File: config.mk
export PLATFORM = sky130hd
export DESIGN_NAME = tsh_timeslot_handler
export DESIGN_NICKNAME = d
export VERILOG_FILES = /design/src/tsh_pkg.sv /design/src/tsh_timeslot_handler.sv
export VERILOG_INCLUDE_DIRS = /design/src /design/src/src
export SDC_FILE = /design/constraint.sdc
export NUM_CORES = 1
export LEC_CHECK = 0
export BUFFER_PORTS_ARGS = -buffer_cell sky130_fd_sc_hd__buf_2
export CAP_MARGIN = 10
export CORE_MARGIN = 8
export CORE_UTILIZATION = 40
export DETAILED_ROUTE_END_ITERATION = 8
export GPL_TIMING_DRIVEN = 0
export HOLD_SLACK_MARGIN = 0.12
export PLACE_DENSITY = 0.59
export SYNTH_ARGS = -nofsm -noshare
export SYNTH_HDL_FRONTEND = slang
export SYNTH_SLANG_ARGS = --single-unit
File: constraint.sdc
create_clock -name clk -period 3.93 [get_ports clk]
set_input_delay 0.393 -clock clk [delete_from_list [all_inputs] [get_ports clk]]
set_output_delay 0.393 -clock clk [all_outputs]
set_load 0.01 [all_outputs]
File: src/tsh_defs.svh
// Purpose: Offsets, field positions, reset values and timing figures of the timeslot handler.
// Assumes: APB byte addresses, one 32-bit word per register.
// Notes: Included by the handler module only.
`ifndef TSH_DEFS_SVH
`define TSH_DEFS_SVH

// ==========================================================================
// Register offsets
`define TSH_OFF_IF_CTRL 8'h00
`define TSH_OFF_TR_CTRL 8'h04
`define TSH_OFF_PAIR1 8'h08
`define TSH_OFF_PAIR2 8'h0C
`define TSH_OFF_DATA0 8'h10
`define TSH_OFF_SLOT0 8'h20
`define TSH_OFF_TRSLOT0 8'h30
`define TSH_OFF_STATUS 8'h38

// ==========================================================================
// Field positions
`define TSH_BIT_IF_DISABLE 0
`define TSH_BIT_CLK_MODE 1
`define TSH_BIT_TR_DISABLE 0
`define TSH_BIT_PORT_SEL 7

// ==========================================================================
// Reset values
`define TSH_RST_PAIR 5'h0_0
`define TSH_RST_CDA_SLOT0 8'h0_2
`define TSH_RST_CDA_SLOT1 8'h0_3
`define TSH_RST_CDA_SLOT2 8'h0_4
`define TSH_RST_CDA_SLOT3 8'h0_5
`define TSH_RST_TR_SLOT0 8'h0_0
`define TSH_RST_TR_SLOT1 8'h0_1

// ==========================================================================
// Timing figures
`define TSH_CLK_KHZ 40000
`define TSH_DCL_KHZ 1536
`define TSH_BIT_KBPS 768
`define TSH_FRAME_HZ 8000
`define TSH_NCO_BITS 16

`endif

File: src/tsh_pkg.sv
// Purpose: Types shared by the timeslot handler.
// Assumes: Nothing beyond the register layout.
// Notes: Struct layouts match the register bit positions.
package tsh_pkg;

    // ======================================================================
    // Slot and port selection of one functional unit.
    typedef struct packed {
        logic portSel;
        logic [1:0] unused;
        logic [4:0] slot;
    } tsh_slot_port_s;

    // ======================================================================
    // Control of one pair of access data registers.
    typedef struct packed {
        logic swap;
        logic [1:0] outEn;
        logic [1:0] inEn;
    } tsh_pair_ctrl_s;

endpackage : tsh_pkg

File: src/tsh_timeslot_handler.sv
// Purpose: Serial frame interface and timeslot handler with four controller data access registers.
// Assumes: 40 MHz clk, synchronous active-high reset, APB register access.
// Notes: Pins are split into in, out and output enable.
// Summary of operation
// - Each rising frame sync edge starts a new frame; slots count from it.
// - Double-rate clock runs at twice the bit rate, bit clock at the bit rate.
// - Bits launch on first double-rate rise, sample on second double-rate fall.
// - An interface control bit enables or disables the whole serial interface.
// - Active transceiver: device makes frame sync and clocks, locked to line frame.
// - Transceiver disabled: clock and frame sync pins become inputs, data keeps running.
// - Transceiver disabled: clock mode bit picks double-rate or single-rate input.
// - Internal mode gives 8 kHz sync, 1536 kHz clock, 768 kHz bit clock.
// - Channel 0 carries bearer, signalling, monitor and command/indicate data.
// - Channel 1 carries intercom, monitor, command/indicate; channel 2 bus access bits.
// - Each unit picks one of the slots; output line chosen, input opposite.
// - Reset assignments follow the standard terminal master frame.
// - Internal clock gives 12 slots; external clock allows up to 32.
// - Each access register has its own slot 0..31 and port register.
// - Access register output always uses its own slot and port.
// - Exchange bit set makes each pair member take input by its partner's setting.
// - Input and output enables gate each register; disabled input retains value.
// - Exchange bit crosses the input enables; output enables stay fixed.
// - Loops, shifts, monitors and gives controller access to any slot.
`include "tsh_defs.svh"

module tsh_timeslot_handler
    import tsh_pkg::*;
#(
    parameter int UNITS = 6
) (
    input wire logic clk,
    input wire logic reset,
    input wire logic psel,
    input wire logic penable,
    input wire logic pwrite,
    input wire logic [7:0] paddr,
    input wire logic [31:0] pwdata,
    output logic [31:0] prdata,
    output logic pready,
    output logic pslverr,
    input wire logic lineFrameMark,
    input wire logic frameSyncIn,
    output logic frameSyncOut,
    output logic frameSyncOe,
    input wire logic doubleRateClockIn,
    output logic doubleRateClockOut,
    output logic doubleRateClockOe,
    output logic bitClockOut,
    input wire logic upstreamDataIn,
    output logic upstreamDataOut,
    output logic upstreamDataOe,
    input wire logic downstreamDataIn,
    output logic downstreamDataOut,
    output logic downstreamDataOe,
    input wire logic [1:0][7:0] trTxByte,
    output logic [1:0][7:0] trRxByte,
    output logic [1:0] trRxStrobe
);

    // ======================================================================
    // Derived timing.
    localparam logic [`TSH_NCO_BITS-1:0] NCO_INC =
        `TSH_NCO_BITS'((64'(2 * `TSH_DCL_KHZ) << `TSH_NCO_BITS) / `TSH_CLK_KHZ);
    localparam logic [7:0] INT_LAST_BIT = 8'((`TSH_BIT_KBPS * 1000) / `TSH_FRAME_HZ - 1);

    // ======================================================================
    // Registers.
    logic ifDisable_reg, clkMode_reg, trDisable_reg;
    tsh_pair_ctrl_s pairCtrl_reg [2];
    tsh_slot_port_s slotPort_reg [UNITS];
    logic [7:0] cdaData_reg [4];
    logic [7:0] bitCount_reg, bitCount_next;
    logic [1:0] phase_reg;
    logic [`TSH_NCO_BITS-1:0] nco_reg;
    logic frameValid_reg, restartPend_reg;
    logic [2:0] fsSync_reg, dclSync_reg, duSync_reg, ddSync_reg;
    logic fsFilt_reg, dclFilt_reg, duFilt_reg, ddFilt_reg;
    logic [6:0] duShift_reg, ddShift_reg;

    wire logic internalClk = !trDisable_reg;
    wire logic running = !ifDisable_reg;
    wire logic apbWrite = psel && penable && pready && pwrite;

    // ======================================================================
    // Pin synchronisers: a change counts once stages two and three agree.
    always_ff @(posedge clk) begin
        if (reset) begin
            fsSync_reg <= 3'h0;
            dclSync_reg <= 3'h0;
            duSync_reg <= 3'h0;
            ddSync_reg <= 3'h0;
            fsFilt_reg <= 1'b0;
            dclFilt_reg <= 1'b0;
            duFilt_reg <= 1'b0;
            ddFilt_reg <= 1'b0;
        end else begin
            fsSync_reg <= {fsSync_reg[1:0], frameSyncIn};
            dclSync_reg <= {dclSync_reg[1:0], doubleRateClockIn};
            duSync_reg <= {duSync_reg[1:0], upstreamDataIn};
            ddSync_reg <= {ddSync_reg[1:0], downstreamDataIn};
            if (fsSync_reg[1] == fsSync_reg[2]) fsFilt_reg <= fsSync_reg[2];
            if (dclSync_reg[1] == dclSync_reg[2]) dclFilt_reg <= dclSync_reg[2];
            if (duSync_reg[1] == duSync_reg[2]) duFilt_reg <= duSync_reg[2];
            if (ddSync_reg[1] == ddSync_reg[2]) ddFilt_reg <= ddSync_reg[2];
        end
    end

    wire logic extFsRise = (fsSync_reg[1] == fsSync_reg[2]) && fsSync_reg[2] && !fsFilt_reg;
    wire logic extDclRise = (dclSync_reg[1] == dclSync_reg[2]) && dclSync_reg[2] && !dclFilt_reg;
    wire logic extDclFall = (dclSync_reg[1] == dclSync_reg[2]) && !dclSync_reg[2] && dclFilt_reg;
    wire logic ncoTick = ({1'b0, nco_reg} + {1'b0, NCO_INC}) > {1'b0, {`TSH_NCO_BITS{1'b1}}};

    // ======================================================================
    // Bit timing events.
    logic edgeRise, edgeFall, launchEvt, sampleEvt, restartReq, singleMode;
    always_comb begin
        singleMode = !internalClk && clkMode_reg;
        edgeRise = internalClk ? (ncoTick && !phase_reg[0]) : extDclRise;
        edgeFall = internalClk ? (ncoTick && phase_reg[0]) : extDclFall;
        restartReq = internalClk ? lineFrameMark : extFsRise;
        if (singleMode) begin
            launchEvt = running && edgeRise;
            sampleEvt = running && edgeFall;
        end else begin
            launchEvt = running && edgeRise && (phase_reg == 2'h0 || (!internalClk && extFsRise));
            sampleEvt = running && edgeFall && phase_reg == 2'h3;
        end
    end

    // Internal clock generator and bit phase tracking.
    always_ff @(posedge clk) begin
        if (reset || !running) begin
            nco_reg <= '0;
            phase_reg <= 2'h0;
            doubleRateClockOut <= 1'b0;
            bitClockOut <= 1'b0;
        end else begin
            nco_reg <= internalClk ? nco_reg + NCO_INC : '0;
            if (!internalClk && extFsRise) begin
                phase_reg <= edgeRise ? 2'h1 : 2'h0;
            end else if (edgeRise || (edgeFall && phase_reg[0])) begin
                phase_reg <= phase_reg + 2'h1;
            end
            if (internalClk && ncoTick) begin
                doubleRateClockOut <= ~phase_reg[0];
                bitClockOut <= ~phase_reg[1];
            end else if (!internalClk && singleMode) begin
                bitClockOut <= dclFilt_reg;
            end else if (!internalClk && edgeRise) begin
                bitClockOut <= launchEvt;
            end
        end
    end

    // ======================================================================
    // Frame bit counter; internal frame holds 96 bits, external up to 256.
    always_comb begin
        if (restartPend_reg || restartReq) begin
            bitCount_next = 8'h00;
        end else if (internalClk && bitCount_reg == INT_LAST_BIT) begin
            bitCount_next = 8'h00;
        end else begin
            bitCount_next = bitCount_reg + 8'h01;
        end
    end

    always_ff @(posedge clk) begin
        if (reset || !running) begin
            bitCount_reg <= 8'hFF;
            restartPend_reg <= 1'b0;
            frameValid_reg <= 1'b0;
            frameSyncOut <= 1'b0;
        end else begin
            if (launchEvt) begin
                bitCount_reg <= bitCount_next;
                restartPend_reg <= 1'b0;
                if (bitCount_next == 8'h00) frameValid_reg <= 1'b1;
                frameSyncOut <= internalClk && bitCount_next == 8'h00;
            end else if (restartReq) begin
                restartPend_reg <= 1'b1;
            end
        end
    end

    always_ff @(posedge clk) begin
        if (reset) begin
            frameSyncOe <= 1'b0;
            doubleRateClockOe <= 1'b0;
        end else begin
            frameSyncOe <= running && internalClk;
            doubleRateClockOe <= running && internalClk;
        end
    end

    // ======================================================================
    // Per-unit routing: units 0..3 are access registers, 4..5 transceiver bearers.
    logic [UNITS-1:0] outEnU, inEnU, outPortU;
    logic [UNITS-1:0] inPortU;
    logic [4:0] inSlotU [UNITS];
    logic [7:0] txByteU [UNITS];
    genvar gu;
    generate
        for (gu = 0; gu < UNITS; gu++) begin : g_unit
            if (gu < 4) begin : g_cda
                localparam int P = gu / 2;
                localparam int Y = gu % 2;
                wire logic swap = pairCtrl_reg[P].swap;
                assign outEnU[gu] = pairCtrl_reg[P].outEn[Y];
                assign inEnU[gu] = swap ? pairCtrl_reg[P].inEn[1-Y] : pairCtrl_reg[P].inEn[Y];
                assign inSlotU[gu] = swap ? slotPort_reg[gu ^ 1].slot : slotPort_reg[gu].slot;
                assign inPortU[gu] = swap ? slotPort_reg[gu ^ 1].portSel : slotPort_reg[gu].portSel;
                assign txByteU[gu] = cdaData_reg[gu];
            end else begin : g_tr
                assign outEnU[gu] = 1'b1;
                assign inEnU[gu] = 1'b1;
                assign inSlotU[gu] = slotPort_reg[gu].slot;
                assign inPortU[gu] = slotPort_reg[gu].portSel;
                assign txByteU[gu] = trTxByte[gu-4];
            end
            assign outPortU[gu] = slotPort_reg[gu].portSel;
        end
    endgenerate

    // Output on downstream when port select is 0, input then from upstream.
    logic duDrive, ddDrive, duBit, ddBit;
    always_comb begin
        duDrive = 1'b0;
        ddDrive = 1'b0;
        duBit = 1'b0;
        ddBit = 1'b0;
        for (int u = 0; u < UNITS; u++) begin
            if (outEnU[u] && slotPort_reg[u].slot == bitCount_next[7:3]) begin
                if (outPortU[u]) begin
                    duDrive = 1'b1;
                    duBit = duBit | txByteU[u][3'h7 - bitCount_next[2:0]];
                end else begin
                    ddDrive = 1'b1;
                    ddBit = ddBit | txByteU[u][3'h7 - bitCount_next[2:0]];
                end
            end
        end
    end

    always_ff @(posedge clk) begin
        if (reset || !running) begin
            upstreamDataOut <= 1'b0;
            upstreamDataOe <= 1'b0;
            downstreamDataOut <= 1'b0;
            downstreamDataOe <= 1'b0;
        end else if (launchEvt) begin
            upstreamDataOut <= duBit;
            upstreamDataOe <= duDrive;
            downstreamDataOut <= ddBit;
            downstreamDataOe <= ddDrive;
        end
    end

    // ======================================================================
    // Input capture: bytes complete at the sample of bit seven of a slot.
    wire logic byteDone = sampleEvt && frameValid_reg && bitCount_reg[2:0] == 3'h7;
    wire logic duNow = (duSync_reg[1] == duSync_reg[2]) ? duSync_reg[2] : duFilt_reg;
    wire logic ddNow = (ddSync_reg[1] == ddSync_reg[2]) ? ddSync_reg[2] : ddFilt_reg;
    wire logic [7:0] duByte = {duShift_reg, duNow};
    wire logic [7:0] ddByte = {ddShift_reg, ddNow};
    logic [UNITS-1:0] loadU;
    always_comb begin
        for (int u = 0; u < UNITS; u++) begin
            loadU[u] = byteDone && inEnU[u] && inSlotU[u] == bitCount_reg[7:3];
        end
    end

    always_ff @(posedge clk) begin
        if (reset) begin
            duShift_reg <= 7'h00;
            ddShift_reg <= 7'h00;
        end else if (sampleEvt) begin
            duShift_reg <= {duShift_reg[5:0], duNow};
            ddShift_reg <= {ddShift_reg[5:0], ddNow};
        end
    end

    always_ff @(posedge clk) begin
        if (reset) begin
            trRxByte <= '0;
            trRxStrobe <= 2'h0;
        end else begin
            for (int t = 0; t < 2; t++) begin
                trRxStrobe[t] <= loadU[t+4];
                if (loadU[t+4]) trRxByte[t] <= inPortU[t+4] ? ddByte : duByte;
            end
        end
    end

    // Hardware capture wins over a software write in the same cycle.
    always_ff @(posedge clk) begin
        if (reset) begin
            for (int i = 0; i < 4; i++) cdaData_reg[i] <= 8'h00;
        end else begin
            for (int i = 0; i < 4; i++) begin
                if (loadU[i]) begin
                    cdaData_reg[i] <= inPortU[i] ? ddByte : duByte;
                end else if (apbWrite && paddr == `TSH_OFF_DATA0 + 8'(4 * i)) begin
                    cdaData_reg[i] <= pwdata[7:0];
                end
            end
        end
    end

    // ======================================================================
    // APB register file.
    always_ff @(posedge clk) begin
        if (reset) begin
            ifDisable_reg <= 1'b0;
            clkMode_reg <= 1'b0;
            trDisable_reg <= 1'b0;
            pairCtrl_reg[0] <= `TSH_RST_PAIR;
            pairCtrl_reg[1] <= `TSH_RST_PAIR;
            slotPort_reg[0] <= `TSH_RST_CDA_SLOT0;
            slotPort_reg[1] <= `TSH_RST_CDA_SLOT1;
            slotPort_reg[2] <= `TSH_RST_CDA_SLOT2;
            slotPort_reg[3] <= `TSH_RST_CDA_SLOT3;
            slotPort_reg[4] <= `TSH_RST_TR_SLOT0;
            slotPort_reg[5] <= `TSH_RST_TR_SLOT1;
        end else if (apbWrite) begin
            if (paddr == `TSH_OFF_IF_CTRL) begin
                ifDisable_reg <= pwdata[`TSH_BIT_IF_DISABLE];
                clkMode_reg <= pwdata[`TSH_BIT_CLK_MODE];
            end
            if (paddr == `TSH_OFF_TR_CTRL) trDisable_reg <= pwdata[`TSH_BIT_TR_DISABLE];
            if (paddr == `TSH_OFF_PAIR1) pairCtrl_reg[0] <= pwdata[4:0];
            if (paddr == `TSH_OFF_PAIR2) pairCtrl_reg[1] <= pwdata[4:0];
            for (int i = 0; i < UNITS; i++) begin
                if (paddr == (i < 4 ? `TSH_OFF_SLOT0 : `TSH_OFF_TRSLOT0 - 8'h10) + 8'(4 * i)) begin
                    slotPort_reg[i] <= {pwdata[`TSH_BIT_PORT_SEL], 2'b00, pwdata[4:0]};
                end
            end
        end
    end

    logic [31:0] readValue;
    logic readHit;
    always_comb begin
        readValue = 32'h0000_0000;
        readHit = 1'b1;
        case (paddr)
            `TSH_OFF_IF_CTRL: readValue = {30'h0, clkMode_reg, ifDisable_reg};
            `TSH_OFF_TR_CTRL: readValue = {31'h0, trDisable_reg};
            `TSH_OFF_PAIR1: readValue = {27'h0, pairCtrl_reg[0]};
            `TSH_OFF_PAIR2: readValue = {27'h0, pairCtrl_reg[1]};
            `TSH_OFF_STATUS: readValue = {19'h0, bitCount_reg[7:3], 7'h0, frameValid_reg};
            default: begin
                readHit = 1'b0;
                for (int i = 0; i < UNITS; i++) begin
                    if (i < 4 && paddr == `TSH_OFF_DATA0 + 8'(4 * i)) begin
                        readValue = {24'h0, cdaData_reg[i]};
                        readHit = 1'b1;
                    end
                    if (paddr == (i < 4 ? `TSH_OFF_SLOT0 : `TSH_OFF_TRSLOT0 - 8'h10) + 8'(4 * i)) begin
                        readValue = {24'h0, slotPort_reg[i]};
                        readHit = 1'b1;
                    end
                end
            end
        endcase
    end

    // One wait state: pready rises in the second access cycle.
    always_ff @(posedge clk) begin
        if (reset) begin
            pready <= 1'b0;
            prdata <= 32'h0000_0000;
            pslverr <= 1'b0;
        end else begin
            pready <= psel && penable && !pready;
            prdata <= (psel && penable && !pready && !pwrite) ? readValue : 32'h0000_0000;
            pslverr <= psel && penable && !pready && !readHit;
        end
    end

    // ======================================================================
    // Checks.
    a_frame_restart: assert property (@(posedge clk) disable iff (reset)
        (launchEvt && (restartPend_reg || restartReq)) |=> bitCount_reg == 8'h00)
        else $error("Frame did not restart at frame sync.");
    a_bit_clock_phase: assert property (@(posedge clk) disable iff (reset)
        (internalClk && running && ncoTick && phase_reg == 2'h0) |=> bitClockOut && doubleRateClockOut)
        else $error("Bit clock not high at launch edge.");
    a_sample_point: assert property (@(posedge clk) disable iff (reset)
        (internalClk && sampleEvt) |=> !doubleRateClockOut && !bitClockOut)
        else $error("Sample not on second falling clock edge.");
    a_interface_off: assert property (@(posedge clk) disable iff (reset)
        ifDisable_reg |=> !upstreamDataOe && !downstreamDataOe && !frameSyncOe && !doubleRateClockOe)
        else $error("Pins driven while interface disabled.");
    a_internal_drive: assert property (@(posedge clk) disable iff (reset)
        (running && internalClk) |=> frameSyncOe && doubleRateClockOe)
        else $error("Clocks not driven with transceiver active.");
    a_external_pins: assert property (@(posedge clk) disable iff (reset)
        trDisable_reg |=> !frameSyncOe && !doubleRateClockOe)
        else $error("Clock pins driven with transceiver disabled.");
    a_single_mode: assert property (@(posedge clk) disable iff (reset)
        (running && singleMode && extDclRise) |-> launchEvt)
        else $error("Single-rate rise did not launch a bit.");
    a_frame_length: assert property (@(posedge clk) disable iff (reset)
        (internalClk && launchEvt && bitCount_reg == 8'd95) |=> bitCount_reg == 8'h00)
        else $error("Internal frame is not 96 bits long.");
    a_swap_input: assert property (@(posedge clk) disable iff (reset)
        (loadU[1] && pairCtrl_reg[0].swap) |-> slotPort_reg[0].slot == bitCount_reg[7:3])
        else $error("Swapped input did not use the partner slot.");
    a_hold_disabled: assert property (@(posedge clk) disable iff (reset)
        (!inEnU[2] && !(apbWrite && paddr == 8'h18)) |=> $stable(cdaData_reg[2]))
        else $error("Disabled access register changed.");

endmodule : tsh_timeslot_handler

==> results of run 1 <==
[cell usage after synthesis (14+ instances only)]
library cell,n
nor2_1,122
dfxtp_1,102
mux2i_1,92
nand2_1,80
edfxtp_1,78
clkbuf_1,65
nor3_1,50
nand3_1,46
a21oi_1,43
o21ai_0,43
a211oi_1,38
and3_1,35
xnor2_1,33
inv_1,28
nor2b_1,24
buf_4,21
xor2_1,21
nand4_1,17
o22ai_1,17
a221oi_1,16
nand2b_1,16
a21o_1,14
o211ai_1,14
[stage by stage]
step                worst slack [ns]  total power, mW  area (µm²)  utilization (%)  hold WS, ns
floorplan                      0.271             2.36       11000                -        0.414
detailed placement            -0.356             2.50       11900             44.0        0.430
finish                         0.231             4.25       12600             46.8        0.163
global route                  0.0427             4.38       12600             46.8        0.161
global placement              -0.378             2.49       11900             44.0        0.426
CTS                         0.000793             4.25       12500             46.5        0.165
[area by class of cell]
class | count | area, µm² | area share (%)
sequential | 180 | 4380 | 34.8
buffer | 104 | 505 | 4.01
timing repair buffer | 87 | 448 | 3.55
tap | 341 | 427 | 3.38
clock buffer | 21 | 493 | 3.91
clock inverter | 11 | 104 | 0.824
multi-input combinational | 922 | 6130 | 48.7
inverter | 30 | 113 | 0.893
[cell families after synthesis]
group	Yosys count	synth area share (%)
fa+ha+maj	10	1.12
other cells	1	0.0342
compound gates	278	18.4
flops	180	40.0
mux	97	9.12
simple gates	464	21.4
xor+xnor	54	4.31
buf+inv	134	5.62
[worst register-to-register path, cell delays in order, from the launching register on]
cell and delay, ns:
dfxtp_1 0.39, ha_1 0.27, a211oi_2 0.30, o21ai_1 0.16
xnor2_1 0.19, or4_1 0.63, or4_4 0.46, buf_6 0.18
a2111oi_4 0.29, buf_4 0.21, a211o_1 0.29
[per-layer routing]
| metal | vias up | track usage [%] |
|---|---|---|
| met5 | - | 0 |
| met4 | 0 | 6.59 |
| met3 | 68 | 6.07 |
| met2 | 524 | 36.1 |
| met1 | 4950 | 31.8 |
| li1 | 4760 | - |
[how the worst max path moves through the flow]
stage | slack [ns] | start | endpoint | cells after the start
CTS | 0.0008 | nco_reg[1]$_SDFF_PP0_ | cdaData_reg[1][5]$_SDFFCE_PN0P_ | 10
floorplan | 0.27 | nco_reg[1]$_SDFF_PP0_ | cdaData_reg[3][0]$_DFFE_PP_ | 9
global route | 0.04 | trDisable_reg$_SDFFE_PP0P_ | downstreamDataOut$_SDFFE_PP0P_ | 12
finish | 0.23 | nco_reg[1]$_SDFF_PP0_ | cdaData_reg[3][0]$_DFFE_PP_ | 10
detailed placement | -0.36 | nco_reg[1]$_SDFF_PP0_ | cdaData_reg[3][0]$_DFFE_PP_ | 9
global placement | -0.38 | trDisable_reg$_SDFFE_PP0P_ | upstreamDataOut$_SDFFE_PP0P_ | 11
[power by group through the flow]
stage | Clock [mW] | Combinational (mW) | Sequential, mW
after floorplan | 0 | 0.272 | 2.09
after global placement | 0 | 0.378 | 2.12
after detailed placement | 0 | 0.381 | 2.12
after CTS | 1.80 | 0.383 | 2.07
after global routing | 1.87 | 0.427 | 2.08
final | 1.78 | 0.393 | 2.08
[repair_timing]
action                     4_1_cts  5_1_grt
pin swaps                        3        2
gates resized for setup          5       14
setup endpoints to repair       39       93
hold buffers                     0        0
setup buffers                    3        2
==> flow_summary.json, run 1 <==
{
  "status": "finished, final reports clean",
  "diodes": 0,
  "clk_transition_reported_paths_ns": 0.08,
  "final_cell_mix": "nor2_1 (122), dfxtp_1 (102), mux2i_1 (92)",
  "regToRegStartpoint": "nco_reg[1]$_SDFF_PP0_",
  "cp_slowest_cell": "or4_1",
  "drive_gt1_share_pct": 13.7,
  "finalClockSkew_ns": 0.0174,
  "critPathMaxFanout": 8,
  "worst_slew_pin_slew_ns": 1.11,
  "maxSlewViolCount": 0,
  "path_class": "reg -> reg",
  "synth_area_mm2": 0.0110,
  "path_buf_inv": 2,
  "largest_register_ffs": 36,
  "io_buffers": 81,
  "io_pins": 127,
  "wl_per_cell_um": 23.4,
  "routed-wl-met3_um": 3790,
  "crit_chain": "ha_1 -> a211oi_2 -> o21ai_1 -> xnor2_1 -> or4_1 -> or4_4 -> buf_6 -> a2111oi_4 -> buf_4 -> a211o_1",
  "fin_nets": 1417,
  "drt-total-wl_um": 39600,
  "dp_hpwl_um": 29700,
  "relSlewSlack_pct": 23.6,
  "path_delay_family": "simple AND/OR/NAND/NOR gates",
  "grtUsageTotal_pct": 23.4,
  "synth_area_leaders": "edfxtp_1 (21%), dfxtp_1 (19%), mux2i_1 (8.4%)",
  "synth_cell_types": 80,
  "die-area_mm2": 0.0330,
  "layout_commonest_cell": "nor2_1",
  "switching_share_pct": 27.4,
  "grt_overflow_total": 0,
  "cts_buffers": 17,
  "floorplan.core_area_mm2": 0.0270,
  "fin_setup_tns_ns": 0,
  "post-route-period-util_pct": 94.1,
  "min_to": "duSync_reg[0]$_SDFF_PP0_",
  "max_freq_mhz": 270,
  "drc": 0,
  "cts.htree.levels": 4,
  "critPathRequiredTime_ns": 4.05,
  "hp-class": "in -> reg",
  "worstRegToRegCells": 10,
  "final_hold_viol_count": 0,
  "powerDensity_mw_per_mm2": 337,
  "met2_length_um": 17400,
  "grt_start_max_net_pins": 19,
  "r2r_slack_ns": 0.23,
  "place_inst": 1659,
  "ys.flop_type": "dfxtp_1",
  "p_seq_share_pct": 48.9,
  "leakage_nw": 4.64,
  "clockBufferDepth": 2,
  "num-fill-cells": 2633,
  "met1_length_um": 17600,
  "slowest_delay_ns": 0.63,
  "fp.dieH_um": 182,
  "max-cap-violations": 0,
  "ir_drop_v": 0.000240,
  "drt-pass1-iter-count": 6,
  "antenna_found_initial": 0,
  "hold_depth": 2,
  "synth-warning-count": 0,
  "yosysTopAreaCell": "edfxtp_1",
  "ys_ff_latch": 180,
  "p_sw_mw": 1.16,
  "ys_seq_area_share_pct": 40.0,
  "grt_pass1_vias": 9630,
  "critPathCaptureType": "register",
  "layoutNonFillerInstCount": 1696,
  "clock_power_share_pct": 41.9,
  "start_util_pct": 40.7,
  "synth-async-reset-ratio_pct": 0,
  "netlist_instances": 1218,
  "syn_area_per_cell_um2": 9.00,
  "arrival_ns": 3.82,
  "p_int_mw": 3.09,
  "areaGrowthSynthToFinish_pct": 15.0,
  "grt_pass1_wl_um": 59300,
  "grt_setup_unrepaired": "false",
  "final_antenna_net_count": 0,
  "via_per_inst": 6.07,
  "r2r-end": "cdaData_reg[3][0]$_DFFE_PP_",
  "top_layer": "met4",
  "min-delay-start": "upstreamDataIn",
  "cts_sinks": 180,
  "core.rowCount": 60,
  "startpoint_type": "register",
  "place.gp.congestion": 0.958,
  "finalSetupViolCount": 0,
  "die_w_um": 182,
  "yosys.area.top_type_share_pct": 21.4,
  "synth-edff-count": 78,
  "clk_latency_ns": 0.44,
  "cts_tree": "yes",
  "via_count": 10300,
  "drt_iter0_markers": 1132,
  "combPwrFrac_pct": 9.2,
  "cts_root_buf": "clkbuf_16",
  "fin_crit_ns": 3.70
}
Power figures use the tool's default switching activity.
==> inputs of run 2 (changes only) <==
--- a/config.mk
+++ b/config.mk
@@ -6,6 +6,7 @@
 export SDC_FILE = /design/constraint.sdc
 export NUM_CORES = 1
 export LEC_CHECK = 0
+export ABC_AREA = 1
 export BUFFER_PORTS_ARGS = -buffer_cell sky130_fd_sc_hd__buf_2
 export CAP_MARGIN = 10
 export CORE_MARGIN = 8
@@ -13,7 +14,7 @@
 export DETAILED_ROUTE_END_ITERATION = 8
 export GPL_TIMING_DRIVEN = 0
 export HOLD_SLACK_MARGIN = 0.12
-export PLACE_DENSITY = 0.59
+export PLACE_DENSITY = 0.6
 export SYNTH_ARGS = -nofsm -noshare
 export SYNTH_HDL_FRONTEND = slang
 export SYNTH_SLANG_ARGS = --single-unit
==> constraint.sdc (replaced) <==
create_clock -name clk -period 3.93 [get_ports clk]
set_input_delay 0.786 -clock clk [delete_from_list [all_inputs] [get_ports clk]]
set_output_delay 0.786 -clock clk [all_outputs]
set_load 0.01 [all_outputs]
==> run 2 against run 1 <==
- die area decreased by 2.2%
- clock skew shrank 0.0027 ns
- first-iteration DRC count down 24%
- largest cell class unchanged
- utilization down 0.83 points
- synthesized area down 2.4%
- synthesized cell count up 23%
- critical path depth up 8
- via count up 2.6%
- global-route usage shrank 0.71 points
==> flow_summary.json, run 2 <==
{
  "grt_start_max_net_pins": 20,
  "yosysTopAreaCell": "edfxtp_1",
  "relSlewSlack_pct": 17.3,
  "io_pins": 127,
  "critPathRequiredTime_ns": 4.05,
  "final_cell_mix": "nand2_1 (347), nor2_1 (223), inv_1 (170)",
  "syn_area_per_cell_um2": 7.12,
  "drive_gt1_share_pct": 12.3,
  "cp_slowest_cell": "dfxtp_1",
  "synth-async-reset-ratio_pct": 0,
  "finalClockSkew_ns": 0.0146,
  "critPathMaxFanout": 10,
  "core.rowCount": 60,
  "path_buf_inv": 1,
  "clockBufferDepth": 2,
  "num-fill-cells": 2701,
  "start_util_pct": 40.2,
  "clk_transition_reported_paths_ns": 0.08,
  "drc": 0,
  "regToRegStartpoint": "nco_reg[0]$_SDFF_PP0_",
  "cpMostUsedCell": "nand2_1",
  "synth_cell_types": 57,
  "grtUsageTotal_pct": 22.7,
  "via_count": 10600,
  "hp-class": "reg -> reg",
  "cts_tree": "yes",
  "fp.dieH_um": 180,
  "clk_latency_ns": 0.45,
  "synth-edff-count": 78,
  "leakage_nw": 5.35,
  "ctsResizeCount": 0,
  "max-cap-violations": 0,
  "place.gp.congestion": 0.955,
  "wl_per_cell_um": 19.0,
  "path_delay_family": "simple AND/OR/NAND/NOR gates",
  "maxSlewViolCount": 0,
  "ys_seq_area_share_pct": 41.0,
  "synth-warning-count": 0,
  "dp_hpwl_um": 29300,
  "cts_buffers": 17,
  "finalSetupViolCount": 0,
  "critPathCaptureType": "register",
  "arrival_ns": 3.47,
  "cts_hold_buf": 0,
  "yosys.area.top_type_share_pct": 21.9,
  "final_hold_viol_count": 0,
  "floorplan.core_area_mm2": 0.0267,
  "synth_area_mm2": 0.0107,
  "utilization_pct": 45.9,
  "grt_setup_unrepaired": "false",
  "fin_setup_tns_ns": 0,
  "ir_drop_v": 0.000243,
  "die_w_um": 180,
  "powerDensity_mw_per_mm2": 340,
  "startpoint_type": "register",
  "netlist_instances": 1504,
  "post-route-period-util_pct": 85.3,
  "layout_commonest_cell": "nand2_1",
  "worst_slew_pin_slew_ns": 1.24,
  "ys_ff_latch": 180,
  "drt-pass1-iter-count": 6,
  "slowest_delay_ns": 0.37,
  "areaGrowthSynthToFinish_pct": 14.4,
  "grt_pass1_vias": 9936,
  "synth_area_leaders": "edfxtp_1 (22%), dfxtp_1 (19%), nand2_1 (12%)",
  "cts_root_buf": "clkbuf_16",
  "diodes": 0,
  "critical_path.startpoint": "nco_reg[0]$_SDFF_PP0_",
  "synth.most_common_cell": "nand2_1",
  "whs_ns": 0.408,
  "status": "finished, final reports clean",
  "drt_iter0_markers": 860,
  "fin_nets": 1701,
  "io_buffers": 83,
  "antenna_found_initial": 0,
  "drt-total-wl_um": 37700,
  "path_class": "reg -> reg",
  "final_antenna_net_count": 0,
  "min-delay-start": "dclSync_reg[0]$_SDFF_PP0_",
  "grt_overflow_total": 0,
  "fin_crit_ns": 3.35,
  "largest_register_ffs": 36,
  "ys.flop_type": "dfxtp_1",
  "cts_sinks": 180,
  "cts.htree.levels": 4,
  "max_freq_mhz": 298,
  "via_per_inst": 5.34,
  "synthTopCellsByCount": "nand2_1 (347), nor2_1 (223), inv_1 (170)",
  "grt_pass1_wl_um": 57300,
  "die-area_mm2": 0.0323,
  "crit_chain": "ha_1 -> nand2_1 -> nand2_1 -> nand2_1 -> nand2_1 -> nand2_1 -> nand2_1 -> nor2_1 -> nand2_1 -> nor2_1 -> nand3_1 -> o21bai_2 -> nand3_2 -> nand2_4 -> nand2_4 -> inv_4 -> nand3_4 -> nand2_1",
  "post_cts_buffers": 0
}
run 2: cell types whose count changed in the layout (fill, tap and decap cells not counted), sizes merged, moves of 23 or more:
cell and change:
nor3 -23, o21ai +91, nand2 +272, inv +152, a211oi -36, a21oi +29
clkbuf -41, nor2b -24, nor2 +106, nand3 +30, nand4 +28, xnor2 -29
and3 -35, mux2i -92
run 2: layer usage:
| layer | GRT usage (%) | routed length (µm) |
|---|---|---|
| met5 | 0 | 0 |
| met1 | 28.0 | 16000 |
| met2 | 38.2 | 17800 |
| met4 | 10.2 | 1540 |
| met3 | 4.17 | 2370 |
run 2: stage by stage:
stage	cells	worst slack, ns	instance area, µm²	power [mW]
floorplan	1522	1.19	10800	2.32
finish	1980	0.577	12200	4.17
global placement	1946	0.467	11600	2.44
detailed placement	1948	0.443	11600	2.44
CTS	1980	0.626	12200	4.18
global route	1980	0.336	12200	4.29
run 2: worst paths after layout:
kind / endpoint / slack [ns] / cells after the start
worst max register to register: cdaData_reg[3][0]$_DFFE_PP_ / 0.58 / 18
worst min register to register: dclSync_reg[1]$_SDFF_PP0_ / 0.41 / 2
worst min-delay path: dclSync_reg[1]$_SDFF_PP0_ / 0.41 / 2
worst max-delay path: cdaData_reg[3][0]$_DFFE_PP_ / 0.58 / 18
run 2: cell families (layout without fill, tap and decap cells):
group	count (synthesis)	count (layout)	synth area share, %
simple gates	749	749	30.2
compound gates	284	284	15.5
buf+inv	254	371	10.0
flops	180	180	41.0
xor+xnor	27	27	2.21
fa+ha+maj	9	9	1.05
other cells	1	19	0.0350
run 2: report_power, final:
group	switching [mW]	internal, mW
combinational	0.244	0.113
clock	0.870	0.888
sequential	0.0537	2.00
total	1.17	3.00
run 2: final cells by class:
class                   instances  area (µm²)  area share (%)
multi-input cells            1088        5330            43.5
flip-flops and latches        180        4380            35.8
inverters                     185         697            5.69
repair buffers                 85         430            3.51
well taps                     341         427            3.48
clock buffers                  17         425            3.47
plain buffers                  69         375            3.07
clock inverters                15         178            1.45
run 2: worst reg2reg max path, stage by stage (launching register included):
cell	delay (ns)
dfxtp_1	0.37
ha_1	0.23
nand2_1	0.12
nand2_1	0.11
nand2_1	0.11
nand2_1	0.09
nand2_1	0.07
nand2_1	0.06
nor2_1	0.21
nand2_1	0.08
nor2_1	0.14
nand3_1	0.10
o21bai_2	0.24
nand3_2	0.15
nand2_4	0.16
nand2_4	0.11
inv_4	0.16
nand3_4	0.18
nand2_1	0.35
